$ cat src/design/ai_timing_cfg.svh
`ifndef AI_TIMING_CFG_SVH
`define AI_TIMING_CFG_SVH

// ----------------------------------------------------------------
// Widths
// ----------------------------------------------------------------
`define AIT_SEL_W       4
`define AIT_CNT_W       16
`define AIT_BUS_W       16

// ----------------------------------------------------------------
// Timing
// ----------------------------------------------------------------
`define AIT_CLK_NS      100
`define AIT_EXT_DLY_NS  200
`define AIT_EXT_DLY_CYC ((`AIT_EXT_DLY_NS + `AIT_CLK_NS - 1) / `AIT_CLK_NS)

// ----------------------------------------------------------------
// Reset values
// ----------------------------------------------------------------
`define AIT_CNT_RST     16'h0000

`endif

$ cat src/design/ai_timing_pkg.sv
`include "ai_timing_cfg.svh"

package ai_timing_pkg;

    // ------------------------------------------------------------
    // Static configuration, held stable while armed
    // ------------------------------------------------------------
    typedef struct packed {
        logic                  use_div;
        logic                  samp_ext;
        logic                  ref_en;
        logic                  export_en;
        logic [`AIT_SEL_W-1:0] conv_tb_sel;
        logic [`AIT_SEL_W-1:0] samp_tb_sel;
        logic [`AIT_SEL_W-1:0] samp_clk_sel;
        logic [`AIT_SEL_W-1:0] start_sel;
        logic [`AIT_SEL_W-1:0] ref_sel;
        logic [`AIT_SEL_W-1:0] pause_sel;
        logic [`AIT_CNT_W-1:0] conv_div;
        logic [`AIT_CNT_W-1:0] samp_div;
        logic [`AIT_CNT_W-1:0] conv_per_samp;
        logic [`AIT_CNT_W-1:0] post_cnt;
    } cfg_t;

    // ------------------------------------------------------------
    // State machines
    // ------------------------------------------------------------
    typedef enum logic [1:0] {C_IDLE, C_WAIT, C_CONV, C_DONE} conv_st_t;
    typedef enum logic       {S_IDLE, S_RUN} samp_st_t;

endpackage : ai_timing_pkg

$ cat src/design/analog_input_timing_engine.sv
`timescale 1ns/10ps
// Function
// Each sample clock launches one or more converts
// Divided mode: sync companion is inverted timebase
// Free-running: capture triggers on timebase fall
// External convert: sync raw, timebase delayed copy
// Sample sync clock is inverted sample timebase
// Sample clock from divider or other source
// Tally, ratio, interval counters on convert timebase
// Level crossings are synchronized
// Stop after reference and posttrigger samples
// Start chosen by mux, then synchronized
// Synchronized pause trigger suspends acquisition
// Conversion pulse drives converter, copy exported
// Timebases selected from shared signal bus
// Converts wait for sample clock after start
// Count posttrigger amount, then stop
// Pause holds sample clocks, counters kept
// Trigger registered on sync edge, used later

`include "ai_timing_cfg.svh"

module analog_input_timing_engine #(
    parameter int BUS_W = `AIT_BUS_W
) (
    input  wire logic               sys_clk,
    input  wire logic               resetn,
    input  wire logic               arm,
    input  wire logic               sw_start,
    input  wire logic [BUS_W-1:0]   signal_bus,
    input  wire ai_timing_pkg::cfg_t cfg,
    output logic                    adc_conversion_pulse,
    output logic                    export_drive_node,
    output logic                    running,
    output logic                    done
);
    import ai_timing_pkg::*;
    localparam int DLY = `AIT_EXT_DLY_CYC;
    // Selector must reach every line and the bus needs at least two lines
    if (BUS_W < 2 || BUS_W > (1 << `AIT_SEL_W)) begin : g_bus_w_chk
        $error("BUS_W out of range");
    end

    // Pick one line of the signal bus, unused indices read zero
    function automatic logic pick(input logic [BUS_W-1:0] bus,
                                  input logic [`AIT_SEL_W-1:0] sel);
        return (int'(sel) < BUS_W) ? bus[sel] : 1'b0;
    endfunction : pick

    // ------------------------------------------------------------
    // Timebases and companion sync clocks
    // ------------------------------------------------------------
    logic           craw_prev_r, craw_prev_nxt;
    logic           ctb_prev_r, ctb_prev_nxt;
    logic           sraw_prev_r, sraw_prev_nxt;
    logic [DLY-1:0] dly_r, dly_nxt;
    logic           raw_c, raw_s, ctb;
    logic           c_act, c_sync, s_act, s_sync;
    // Edge decode of both timing levels
    always_comb begin
        raw_c         = pick(signal_bus, cfg.conv_tb_sel);
        raw_s         = pick(signal_bus, cfg.samp_tb_sel);
        dly_nxt       = {dly_r[DLY-2:0], raw_c};
        ctb           = cfg.use_div ? raw_c : dly_r[DLY-1];
        c_act         = ctb & ~ctb_prev_r;
        // Divided: sync rises when timebase falls
        c_sync        = cfg.use_div ? (~raw_c & craw_prev_r)
                                    : (raw_c & ~craw_prev_r);
        s_act         = raw_s & ~sraw_prev_r;
        s_sync        = ~raw_s & sraw_prev_r;
        craw_prev_nxt = raw_c;
        ctb_prev_nxt  = ctb;
        sraw_prev_nxt = raw_s;
    end

    always_ff @(posedge sys_clk) begin
        if (!resetn) begin
            craw_prev_r <= 1'b0;
            ctb_prev_r  <= 1'b0;
            sraw_prev_r <= 1'b0;
            dly_r       <= '0;
        end else begin
            craw_prev_r <= craw_prev_nxt;
            ctb_prev_r  <= ctb_prev_nxt;
            sraw_prev_r <= sraw_prev_nxt;
            dly_r       <= dly_nxt;
        end
    end

    // ------------------------------------------------------------
    // Selected start
    // ------------------------------------------------------------
    logic sw_pend_r, sw_pend_nxt;
    logic sel_start;
    // Software start held until disarm so both levels see it
    always_comb begin
        sw_pend_nxt = arm & (sw_pend_r | sw_start);
        sel_start   = pick(signal_bus, cfg.start_sel) | sw_pend_r;
    end

    always_ff @(posedge sys_clk) begin
        if (!resetn)
            sw_pend_r <= 1'b0;
        else
            sw_pend_r <= sw_pend_nxt;
    end

    // ------------------------------------------------------------
    // Sample level
    // ------------------------------------------------------------
    samp_st_t              s_st_r, s_st_nxt;
    logic                  st_s_r, st_s_nxt;
    logic                  pause_s_r, pause_s_nxt;
    logic [`AIT_CNT_W-1:0] si_cnt_r, si_cnt_nxt;
    logic                  samp_tog_r, samp_tog_nxt;
    logic                  sclk_prev_r, sclk_prev_nxt;
    logic                  ext_clk, samp_evt;
    logic                  c_done;
    // Sample clock generation from divider or external line
    always_comb begin
        s_st_nxt      = s_st_r;
        st_s_nxt      = s_sync ? sel_start : st_s_r;
        pause_s_nxt   = s_sync ? pick(signal_bus, cfg.pause_sel)
                               : pause_s_r;
        si_cnt_nxt    = si_cnt_r;
        ext_clk       = pick(signal_bus, cfg.samp_clk_sel);
        sclk_prev_nxt = ext_clk;
        samp_evt      = 1'b0;
        case (s_st_r)
            S_IDLE: begin
                if (arm && s_act && st_s_r && !pause_s_r) begin
                    s_st_nxt   = S_RUN;
                    si_cnt_nxt = cfg.samp_div - 16'h0001;
                end
            end
            S_RUN: begin
                if (cfg.samp_ext) begin
                    samp_evt = ext_clk & ~sclk_prev_r
                               & ~pause_s_r;
                end else if (s_act && !pause_s_r) begin
                    if (si_cnt_r == '0) begin
                        samp_evt   = 1'b1;
                        si_cnt_nxt = cfg.samp_div - 16'h0001;
                    end else begin
                        si_cnt_nxt = si_cnt_r - 16'h0001;
                    end
                end
            end
            default: s_st_nxt = S_IDLE;
        endcase
        if (!arm || c_done) begin
            s_st_nxt = S_IDLE;
            st_s_nxt = 1'b0;
            samp_evt = 1'b0;  // No late sample while stopping
        end
        samp_tog_nxt = samp_tog_r ^ samp_evt;
    end

    always_ff @(posedge sys_clk) begin
        if (!resetn) begin
            s_st_r      <= S_IDLE;
            st_s_r      <= 1'b0;
            pause_s_r   <= 1'b0;
            si_cnt_r    <= `AIT_CNT_RST;
            samp_tog_r  <= 1'b0;
            sclk_prev_r <= 1'b0;
        end else begin
            s_st_r      <= s_st_nxt;
            st_s_r      <= st_s_nxt;
            pause_s_r   <= pause_s_nxt;
            si_cnt_r    <= si_cnt_nxt;
            samp_tog_r  <= samp_tog_nxt;
            sclk_prev_r <= sclk_prev_nxt;
        end
    end

    // ------------------------------------------------------------
    // Convert level
    // ------------------------------------------------------------
    conv_st_t              c_st_r, c_st_nxt;
    logic                  st_c_r, st_c_nxt;
    logic                  ref_c_r, ref_c_nxt;
    logic                  tog_c_r, tog_c_nxt;
    logic                  ack_r, ack_nxt;
    logic                  ref_seen_r, ref_seen_nxt;
    logic [`AIT_CNT_W-1:0] ratio_r, ratio_nxt;
    logic [`AIT_CNT_W-1:0] int_r, int_nxt;
    logic [`AIT_CNT_W-1:0] tally_r, tally_nxt;
    logic                  pulse_nxt;

    assign c_done = (c_st_r == C_DONE);
    // Convert sequencing on the convert timebase
    always_comb begin
        c_st_nxt     = c_st_r;
        st_c_nxt     = c_sync ? sel_start : st_c_r;
        ref_c_nxt    = c_sync ? pick(signal_bus, cfg.ref_sel)
                              : ref_c_r;
        tog_c_nxt    = c_sync ? samp_tog_r : tog_c_r;
        ack_nxt      = ack_r;
        ref_seen_nxt = ref_seen_r;
        ratio_nxt    = ratio_r;
        int_nxt      = int_r;
        tally_nxt    = tally_r;
        pulse_nxt    = 1'b0;
        if (c_act) begin
            if (cfg.ref_en && ref_c_r &&
                (c_st_r == C_WAIT || c_st_r == C_CONV))
                ref_seen_nxt = 1'b1;
            case (c_st_r)
                C_IDLE: begin
                    if (arm && st_c_r) begin
                        c_st_nxt = C_WAIT;
                        ack_nxt  = tog_c_r;
                    end
                end
                C_WAIT: begin
                    if (tog_c_r != ack_r) begin
                        ack_nxt   = tog_c_r;
                        c_st_nxt  = C_CONV;
                        ratio_nxt = cfg.conv_per_samp;
                        int_nxt   = '0;
                    end
                end
                C_CONV: begin
                    if (!cfg.use_div || int_r == '0) begin
                        pulse_nxt = 1'b1;
                        int_nxt   = cfg.conv_div - 16'h0001;
                        ratio_nxt = ratio_r - 16'h0001;
                        if (ratio_r <= 16'h0001) begin
                            c_st_nxt = C_WAIT;
                            if (ref_seen_r) begin
                                tally_nxt = tally_r + 16'h0001;
                                if (tally_nxt >= cfg.post_cnt)
                                    c_st_nxt = C_DONE;
                            end
                        end
                    end else begin
                        int_nxt = int_r - 16'h0001;
                    end
                end
                C_DONE: c_st_nxt = C_DONE;
                default: c_st_nxt = C_IDLE;
            endcase
        end
        if (!arm) begin
            c_st_nxt     = C_IDLE;
            st_c_nxt     = 1'b0;
            ref_seen_nxt = 1'b0;
            tally_nxt    = '0;
        end
    end

    always_ff @(posedge sys_clk) begin
        if (!resetn) begin
            c_st_r     <= C_IDLE;
            st_c_r     <= 1'b0;
            ref_c_r    <= 1'b0;
            tog_c_r    <= 1'b0;
            ack_r      <= 1'b0;
            ref_seen_r <= 1'b0;
            ratio_r    <= `AIT_CNT_RST;
            int_r      <= `AIT_CNT_RST;
            tally_r    <= `AIT_CNT_RST;
        end else begin
            c_st_r     <= c_st_nxt;
            st_c_r     <= st_c_nxt;
            ref_c_r    <= ref_c_nxt;
            tog_c_r    <= tog_c_nxt;
            ack_r      <= ack_nxt;
            ref_seen_r <= ref_seen_nxt;
            ratio_r    <= ratio_nxt;
            int_r      <= int_nxt;
            tally_r    <= tally_nxt;
        end
    end

    // ------------------------------------------------------------
    // Outputs
    // ------------------------------------------------------------
    logic exp_nxt, run_nxt, done_nxt;
    // Converter pulse and its exported copy
    always_comb begin
        exp_nxt  = pulse_nxt & cfg.export_en;
        run_nxt  = (c_st_nxt == C_WAIT) || (c_st_nxt == C_CONV);
        done_nxt = (c_st_nxt == C_DONE);
    end

    always_ff @(posedge sys_clk) begin
        if (!resetn) begin
            adc_conversion_pulse <= 1'b0;
            export_drive_node    <= 1'b0;
            running              <= 1'b0;
            done                 <= 1'b0;
        end else begin
            adc_conversion_pulse <= pulse_nxt;
            export_drive_node    <= exp_nxt;
            running              <= run_nxt;
            done                 <= done_nxt;
        end
    end
endmodule : analog_input_timing_engine

$ cat config.mk
export PLATFORM = sky130hd
export DESIGN_NAME = analog_input_timing_engine
export DESIGN_NICKNAME = d
export VERILOG_FILES = /design/src/design/ai_timing_pkg.sv /design/src/design/analog_input_timing_engine.sv
export VERILOG_INCLUDE_DIRS = /design/src /design/src/design
export SDC_FILE = /design/constraint.sdc
export NUM_CORES = 1
export LEC_CHECK = 0
export ABC_AREA = 1
export BUFFER_PORTS_ARGS = -buffer_cell sky130_fd_sc_hd__buf_2
export CORE_ASPECT_RATIO = 0.9
export CORE_MARGIN = 2
export CORE_UTILIZATION = 40
export DETAILED_ROUTE_END_ITERATION = 8
export MAX_ROUTING_LAYER = met4
export PLACE_DENSITY = 0.69
export SLEW_MARGIN = 20
export SYNTH_ARGS = -nofsm -noshare
export SYNTH_HDL_FRONTEND = slang
export SYNTH_SLANG_ARGS = --single-unit
export TNS_END_PERCENT = 20
$ cat constraint.sdc
create_clock -name sys_clk -period 3.5 [get_ports sys_clk]
set_clock_uncertainty 0.1 [all_clocks]
set_input_delay 0.35 -clock sys_clk [delete_from_list [all_inputs] [get_ports sys_clk]]
set_output_delay 0.35 -clock sys_clk [all_outputs]
set_load 0.05 [all_outputs]
# Word level (Yosys, flattened, before mapping)
# Cells that the tools add are included.
# op_classes
add_sub_neg	6
magnitude_cmp	8
eq_ne	13
mux	47
bitwise	21
n_reduce_logical	27
# op_table
op	n
$mux 16	8
$pmux 16 s2	3
$sub 16x1->16 const B	5
$logic_not 16->1	2
$lt 4x5->1 const B	6
$bmux 1 s4	6
$mux 1	20
$add 16x1->16 const B	1
$ge 16x16->1	1
$le 16x1->1 const B	1
$mux 2	8
$and 1x1->1	9
$not 1->1	9
$eq 2x2->1 const B	4
$pmux 2 s4	1
$reduce_and 4->1	2
$logic_and 1x1->1	7
$ne 2x1->1 const B	3
$ne 2x2->1 const B	3
$reduce_and 3->1	2
$reduce_and 5->1	1
$eq 2x1->1 const B	2
$logic_or 1x1->1	4
$reduce_and 2->1	2
8 further kinds	12
# word_totals
reg_bits	86
in_bits	112
out_inout_bits	4
word_cells	146

# Longest topological paths before layout
# Gate-level depths: netlist (run 1).
# depth
word_depth	11
depth_mapped	25
mapped_depth_nobuf	25

# Worst setup path before layout (run 1)
# No wires, ideal clock.
# synth_timing
kind	flip-flop to flip-flop
start	reg tally_r[0]
end	reg running
setup_time_ps	110
t_arrival_ps	3097
path_slack_ps	193
stages_incl_launch_ff	26
path_cell_list	dfxtp_1 > ha_1 > nand2_1 > nor2_1 > nand3_1 > nor3_1 > nand3_1 > nor2_1 > inv_1 > nor2_1 > xor2_1 > inv_1 > ha_1 > nand4_1 > nor3_1 > o21ai_0 > a21oi_1 > o21ai_0 > nand2_1 > nand2_1 > nand3_1 > nand2_1 > a21boi_0 > ha_1 > nand2_1 > inv_1
# synth_between
elab_chain_cells	11
word_cells_on_any_way	12
# synth_rtl
item	line	text
start, declared	analog_input_timing_engine.sv:188	logic [`AIT_CNT_W-1:0] tally_r, tally_nxt;
start signal, assigned	analog_input_timing_engine.sv:263	tally_r <= `AIT_CNT_RST;
start signal, assigned	analog_input_timing_engine.sv:273	tally_r <= tally_nxt;
$add 16x1->16 *	analog_input_timing_engine.sv:232	tally_nxt = tally_r + 16'h0001;
$ge 16x16->1 *	analog_input_timing_engine.sv:233	if (tally_nxt >= cfg.post_cnt)
$mux 2 *	analog_input_timing_engine.sv:233	
$mux 2 *	analog_input_timing_engine.sv:231	if (ref_seen_r) begin
$mux 2 *	analog_input_timing_engine.sv:229	if (ratio_r <= 16'h0001) begin
$mux 2 *	analog_input_timing_engine.sv:225	if (!cfg.use_div || int_r == '0) begin
$pmux 2 s4 *	analog_input_timing_engine.sv:209	case (c_st_r)
$mux 2 *	analog_input_timing_engine.sv:205	if (c_act) begin
$mux 2 *	analog_input_timing_engine.sv:245	if (!arm) begin
via c_st_nxt[1]	analog_input_timing_engine.sv:180	conv_st_t c_st_r, c_st_nxt;
$eq 2x1->1 / $eq 2x2->1 (equally long branches)	analog_input_timing_engine.sv:284	run_nxt = (c_st_nxt == C_WAIT) || (c_st_nxt == C_CONV);
$logic_or 1x1->1 *	analog_input_timing_engine.sv:284	
via run_nxt	analog_input_timing_engine.sv:280	logic exp_nxt, run_nxt, done_nxt;
end signal, assigned	analog_input_timing_engine.sv:297	running <= run_nxt;
end, declared	analog_input_timing_engine.sv:34	output logic running,
# The timed path passes the listed nets; every way through them passes the cells marked *.
# A chain may end at the register's enable or synchronous reset.

# Worst setup path after layout (run 1)
# layout_timing
start	reg tally_r[1]
end	reg running
# Same word-level chain as after synthesis.

==> impl_summary.md, run 1 <==
Finish
The top cell types in the final layout, fill and taps aside, are 191 x nand2_1, 128 x inv_1, 123 x nor2_1, 115 x buf_2, 102 x a21oi_1. The utilization after layout is 0.4774. The non-filler instance count after layout is approximately 1.4k.

The total inserted antenna cells is 0. The share of final-layout standard cells stronger than drive strength 1 is 0.1903. Leaving out fill and tap cells, the most frequent cell in the layout is nand2_1. The post-synthesis to final-layout area growth is 17.52%. The area taken by flip-flops and latches is roughly 1700 um^2. The multi-input combinational cell area is about 4400 um^2.

The finished cells cover 7983 um^2. The number of nets in the layout is about 1.3k. The final-layout fill cell count is 1736.

Placement
The instance count after placement with tap cells included is 1361. The final estimated routing congestion in global placement is just under 0.9. The post-placement setup slack is -142.6 ps. The number of port buffers is between 100 and 150.

Detailed placement finished with a half-perimeter wire length of approximately 13000 um. The post-detailed-placement cell area is around 7500 um^2.

Synth
Of the total synthesized cell area, the portion taken by XOR and XNOR cells is 0.04642. After synthesis the netlist holds a flip-flop and latch count of between 80 and 90. The share of the synthesized area in compound gates (AO/OA/AOI/OAI) was 0.2277.

The adder-cell share of the synthesized area is 0.05157. The mean instance size in the synthesized netlist is about 6.4 um^2. The post-synthesis mux area share is 0.002947.

Synthesis produced a netlist with a net count of between 1k and 1.5k. By area, the combinational part of the netlist is dominated by simple AND/OR/NAND/NOR gates. For this run, the register share of the synthesized area comes to 0.2505. During synthesis, Yosys emitted a total of 0 warnings. Synthesis produced between 1k and 1.5k cells. Summing every instance area after synthesis gives roughly 6800 um^2.

The count of distinct cell types in the synthesized netlist is 48. The simple-gate share of the synthesized area is 0.3089.

Clocking
The clock sink count is between 80 and 90. CTS built an H-tree with a depth of 3. At the later pin of the worst-skew pair, clock insertion delay measures between 300 and 400 ps. Buffers inserted during clock tree synthesis total 9. After clock tree synthesis, the clock-pin slew on the worst setup and hold paths is ~60 ps.

TritonCTS built the clock tree. In this run the clock root is driven by a clkbuf_16. The maximum clock path buffer count is 2. The hold-fix buffer count after cts is 0.

Power and ir drop
The share of power burned in the clock network is 0.403. Of the total power, registers draw 0.434. The share of total power dissipated in combinational logic is 0.163. The areal power density over the cells is ~280 nW/um^2. The total net switching power is around 0.64 mW. The largest voltage drop on the vdd net is approximately 0.00022 V. The internal portion of the total power is roughly 1.6 mW. After layout, the design draws a total of ~2.3 mW. The switching part of the total is 0.2795.

The analysis attributes to cell leakage a power of 3.771 nW.

Timing
Setup violations remaining at the end of the flow were counted as 2. For the finished layout, the period the worst path requires is ~3600 ps. Setup repair after global routing could not meet its margin everywhere.

The number of endpoints with negative hold slack in the final report is 0. The final number of max-transition violations is 0. The worst slack on hold paths is 122.4 ps. In the finished design, the share of the clock period the worst path needs comes to 1.037. The max-slew headroom at the worst pin is 0.3531. The worst path setup slack after routing is -129.6 ps. The slew of the pin with the lowest slew margin is 969.3 ps. The final-layout setup total negative slack is -138.6 ps. The upper clock frequency limit is about 0.28 GHz.

Route
The number of vias per cell is 5.137. The total vias in the final route is between 7k and 8k. The average wire length per cell after detail routing is ~13 um. The DRC violation count after routing is 0. The count of nets left with antenna violations once routing finished came out at 0.

The total wire length after detailed routing is 18170 um. The first detailed-routing pass took 8 iterations. The count of routing violations after the opening detailed-route iteration is just over 500.

Hold path
The worst min-delay path class is primary input to flop. The worst hold path stage count is 3.

Floorplanning
The effective utilization at floorplan is 0.4062. roughly 120 I/O pins were placed. The total area inside the core boundary comes to roughly 17000 um^2. The die outline area is about 18000 um^2. The die boundary height is around 130 um. The floorplan has 45 rows. The die span in x is 141.4 um.

Flow run
Max-cap violations in this run came to 0.

GRT
The initial antenna violation count is 0. For this run, the total global-route usage over all layers was measured as 0.2040. The global route total overflow is 0. Entering global routing, the biggest net connects 30 pins. The number of global-route vias before repair is between 6k and 7k. The first-pass GRT wire length is approximately 30000 um.

Worst setup path
In this run the number of cells on the critical path is 25. Grouping stages by cell kind, the critical path spends the most delay in simple AND/OR/NAND/NOR gates. In this run the worst path has a maximum fanout of 2. For this run, the slowest stage of the critical path takes 360 ps. The worst path required time is between 3000 and 4000 ps.

The number of buffers and inverters on the critical path is 3. The startpoint kind of the worst setup timing path is a flop. Among all stages on the critical path, the largest delay is contributed by dfxtp_2. The nature of the critical path endpoint is a flop. The length in cells of the worst reg-to-reg path is 25. The type of the setup path with the least slack is flop to flop. At the worst endpoint, the arrival time is roughly 3800 ps.

Outcome
The flow ran to the end, but the final reports show violations. The checks that failed: negative setup slack.
worst paths after layout:
path / slack [ps] / end / start
setup / recovery: -130 / running / tally_r[1]
setup reg to reg: -130 / running / tally_r[1]
hold reg to reg: 360 / dly_r[1] / dly_r[0]
hold / removal: 120 / sw_pend_r / sw_start
worst reg2reg max path, cell delays in order (launching register included):
cell      delay [ps]
dfxtp_2          360
ha_4             150
nand2_4           50
nor2_4           140
nand3_4          100
nor3_4           220
nand3_2          130
nor2_2           140
inv_1             60
nor2_1           120
xor2_1           210
inv_1             70
ha_1             280
nand4_1          140
nor3_1           190
o21ai_1           90
a21oi_1          160
o21ai_1           90
nand2_1           80
nand2_1           50
nand3_1           80
nand2_2           70
a21boi_2         140
ha_1             230
nand2_1           60
inv_1             30
final cells by class:
class                           count  share of cell area
Inverter                          133             0.06301
Multi-Input combinational cell    799              0.5556
Timing Repair Buffer              144             0.09937
Tap cell                          211             0.03307
Clock buffer                       13             0.03260
Clock inverter                      3            0.002508
Sequential cell                    85              0.2138
power groups by stage:
stage                     registers (mW)  logic [mW]  clock network (mW)
after floorplan                     1.01       0.236                   0
after global placement              1.01       0.363                   0
after detailed placement            1.01       0.367                   0
after CTS                          0.986       0.370               0.940
after global routing               0.987       0.420               0.975
final                              0.986       0.371               0.917
routing by layer:
layer	share of wire	up-vias	global-route usage
met5	0	-	-
met4	0.015	0	0.05176
met3	0.052	29	0.03748
met2	0.47	172	0.3355
met1	0.47	3183	0.2599
li1	-	3746	-
cell usage after synthesis, drive strengths merged:
| cell | number | area share |
|---|---|---|
| inv | 131 | 0.073 |
| o311ai | 2 | 0.0026 |
| o31ai | 2 | 0.0022 |
| xnor2 | 8 | 0.010 |
| nand3b | 5 | 0.0074 |
| mux2i | 2 | 0.0029 |
| o21bai | 3 | 0.0033 |
| a21oi | 105 | 0.078 |
| nor3b | 1 | 0.0011 |
| nand2 | 210 | 0.13 |
| o21ai | 104 | 0.077 |
| nor4 | 2 | 0.0018 |
| o211ai | 27 | 0.030 |
| and2 | 1 | 0.00092 |
| nand4 | 15 | 0.014 |
| nor2 | 140 | 0.087 |
| clkbuf | 19 | 0.010 |
| o221ai | 2 | 0.0026 |
| xor2 | 28 | 0.036 |
| a22oi | 1 | 0.0011 |
| clkinv | 2 | 0.0013 |
| nor3 | 16 | 0.013 |
| a31oi | 6 | 0.0055 |
| a21boi | 1 | 0.0011 |
| or2 | 2 | 0.0018 |
| o22ai | 4 | 0.0037 |
| o21a | 3 | 0.0033 |
| ha | 28 | 0.052 |
| nand3 | 68 | 0.056 |
| dfxtp | 85 | 0.25 |
| buf | 22 | 0.027 |
| a211oi | 13 | 0.017 |
sequential cells by signal, summed over array words and instances, names as in the netlist, 2 cells and up:
| register | cells |
|---|---|
| c_st_r | 2 |
| si_cnt_r | 16 |
| dly_r | 2 |
| int_r | 16 |
| tally_r | 16 |
| ratio_r | 16 |
cells by family (layout without fill, tap and decap cells):
| family | Yosys count | count (layout) |
|---|---|---|
| AOI/OAI and AO/OA | 273 | 273 |
| adders and majority gates | 28 | 28 |
| DFF | 85 | 85 |
| buffers and inverters | 174 | 293 |
| xor gates and xnor gates | 36 | 36 |
| muxes | 2 | 2 |
| and+or+nand+nor | 460 | 460 |
repair_timing:
action,4_1_cts,5_1_grt
gates resized for setup,3,26
setup buffers,4,7
pin swaps,1,20
setup endpoints to repair,2,2
cloned,0,0
Note: power is estimated with default switching activity, not from simulation.
==> run 2, diff against run 1 <==
--- a/config.mk
+++ b/config.mk
@@ -8,12 +8,14 @@
 export LEC_CHECK = 0
 export ABC_AREA = 1
 export BUFFER_PORTS_ARGS = -buffer_cell sky130_fd_sc_hd__buf_2
+export CELL_PAD_IN_SITES_DETAIL_PLACEMENT = 1
+export CELL_PAD_IN_SITES_GLOBAL_PLACEMENT = 2
 export CORE_ASPECT_RATIO = 0.9
 export CORE_MARGIN = 2
-export CORE_UTILIZATION = 40
+export CORE_UTILIZATION = 28
 export DETAILED_ROUTE_END_ITERATION = 8
 export MAX_ROUTING_LAYER = met4
-export PLACE_DENSITY = 0.69
+export PLACE_DENSITY = 0.85
 export SLEW_MARGIN = 20
 export SYNTH_ARGS = -nofsm -noshare
 export SYNTH_HDL_FRONTEND = slang
==> impl_summary.md, run 2 (synthesis results as in run 1) <==
Route
The pre-antenna-repair detailed-routing pass consisted of 4 iterations. Using the TritonRoute via totals, the vias-per-cell ratio works out to between 4 and 5. The count of antenna-violating nets left after detailed routing is 0. The total wire length after detailed routing is approximately 22000 um. The average wire length per cell after detail routing is 14.66 um. Across all layers, the routed design uses just over 7k vias. For this run, design rule violations remaining after detail routing come to 0. The count of routing violations after the opening detailed-route iteration is roughly 300.

GRT
Entering global routing, the biggest net connects 30 pins. The number of global-route vias before repair was around 7.3k. The total routing resource utilization after global routing is 0.1773. The initial antenna violation count is 1.

For this run the aggregate overflow at the end of global routing stands at 0. The first global-routing pass estimated ~36000 um of wire.

Floorplanning
The placeable core area is around 24000 um^2. The effective utilization at floorplan is 0.2824. The die span in x is around 170 um. The die covers 25520 um^2. For this design the top-level I/O count stands at between 100 and 150. The number of placement rows is 54. In this run the vertical extent of the chip is 151.8 um.

Finish
Compared with the post-synthesis result, the final layout area differs by 20.43%. The finished cells cover between 8000 and 9000 um^2. The number of nets in the layout is approximately 1.3k. The most common library cell in the layout ignoring fill and taps is nand2_1. The share of final-layout standard cells stronger than drive strength 1 is 0.1963.

In the layout the commonest cells are 193 x nand2_1, 127 x inv_1, 122 x nor2_1, 115 x buf_2, 103 x a21oi_1. For this run, the number of standard cells in the final layout without fillers is about 1.5k. The final-layout fill cell count is 3155.

Worst setup path
The type of the setup path with the least slack is flop to flop. The startpoint kind of the worst setup timing path is a flop. STA classifies the critical path endpoint as a flop. The worst path required time is 3650 ps. The biggest fanout along the worst timing path is 3. The endpoint arrival time on the critical path is 3630 ps.

Placement
The post-placement setup slack is -243.9 ps. Port buffering added about 120 buffers. Counting tap cells, the placed design contains a total of approximately 1.5k instances. The placed instances occupy a cell area of ~7700 um^2. Summed over all nets, the half-perimeter wirelength after detailed placement is ~16000 um. The final estimated routing congestion in global placement is about 0.84.

Outcome
The flow ran to the end, and the final reports show no timing, DRC or antenna violations.

Hold path
In this run the worst hold path is classified as primary input to flop.

Flow run
The max-capacitance violation count is 0.

Power and ir drop
The areal power density over the cells is ~300 nW/um^2. The leakage power total is ~3.8 nW. The largest voltage drop on the vdd net is ~0.00019 V.

Timing
Setup repair after global routing could not meet its margin everywhere. The post-layout minimum cycle time is 3485 ps. The worst path setup slack after routing is approximately 15 ps.

The final-layout setup total negative slack is 0 ps. The number of endpoints with negative hold slack in the final report is 0. The final count of negative-setup-slack endpoints is 0. The final number of max-transition violations was 0.

Dividing the final minimum period by the clock period gives 0.9957. The upper clock frequency limit is roughly 0.29 GHz. The tightest hold path in the finished design has a slack of ~120 ps. The slew of the pin with the lowest slew margin is ~630 ps.

Headroom to the max-slew limit came out at 0.5782.

Clocking
The tree is rooted in a clkbuf_16. The clock sink count is between 80 and 90. The CTS buffer count is 9. Clock-pin slew was measured on the worst setup and hold paths at ~60 ps. The TritonCTS clock tree is built. The number of levels in the clock H-tree is 3.

The clock latency of the later-clocked register in the worst-skew pair is 350 ps. In this run the deepest clock path goes through 2 buffers.
-- run 2: cell count changes in the layout (fill, tap and decap cells not counted), sizes merged --
cell	previous run	this run
bufinv	0	2
clkinvlp	2	1
clkinv	3	5
clkbuf	13	10
diode	0	1
buf	144	149
-- run 2: critical path, stage by stage (launching register included) --
cell and delay (ps):
dfxtp_2 350, buf_4 120, inv_1 50, nor2_2 150, nand2_1 110, nor3_2 220
nand2_1 90, nor2_2 140, nand4_1 110, xor2_1 200, inv_1 60, ha_1 310
nand4_1 140, buf_4 170, buf_4 120, o21bai_1 140, o21ai_1 80, nand2_1 70
nand2_1 60, nand3_2 70, nand2_2 60, a21boi_2 140, ha_1 230, nand2_1 60
inv_1 40
-- run 2: layout make-up --
type                    instances  area [um^2]  share of cell area
clock inverters                 6        86.33             0.01055
diodes                          1        2.502           0.0003059
well taps                     308        385.4             0.04711
clock buffers                  10        239.0             0.02921
repair buffers                149        830.8              0.1016
multi-input cells             799         4428              0.5413
inverters                     133        503.0             0.06149
flip-flops and latches         85         1705              0.2085
-- run 2: power by group --
part           switching (mW)  leakage (nW)  total [mW]  internal, mW
clock                   0.424         0.158        1.07         0.644
sequential            0.00729         0.688       0.986         0.978
combinational           0.241          2.96       0.382         0.141
-- run 2: metal layers --
layer,wire length [um],GRT usage,up-vias
met5,0,-,-
met4,394,0.05259,0
met3,703,0.02649,36
met2,10580,0.3083,108
met1,10180,0.2148,3348
li1,-,-,3757
-- run 2: path summary, 6_finish.rpt --
check	to	cells after the start	slack [ps]	startpoint
max	running	24	20	tally_r[0]
min	sw_pend_r	3	120	sw_start
max reg2reg	running	24	20	tally_r[0]
min reg2reg	dly_r[1]	2	360	dly_r[0]
-- run 2: metrics by stage --
stage / power (mW) / util
after global placement: 1.386 / 0.3188
after CTS: 2.480 / 0.3348
after global routing: 2.568 / 0.3401
final: 2.436 / 0.3401
after floorplan: 1.242 / -
after detailed placement: 1.393 / 0.3188
-- run 2: what timing repair did --
action / 4_1_cts / 5_1_grt
setup buffers: 6 / 5
endpoints found under the setup margin: 2 / 3
hold buffers: 0 / 0
pin swaps: 4 / 17
gates resized for setup: 7 / 21
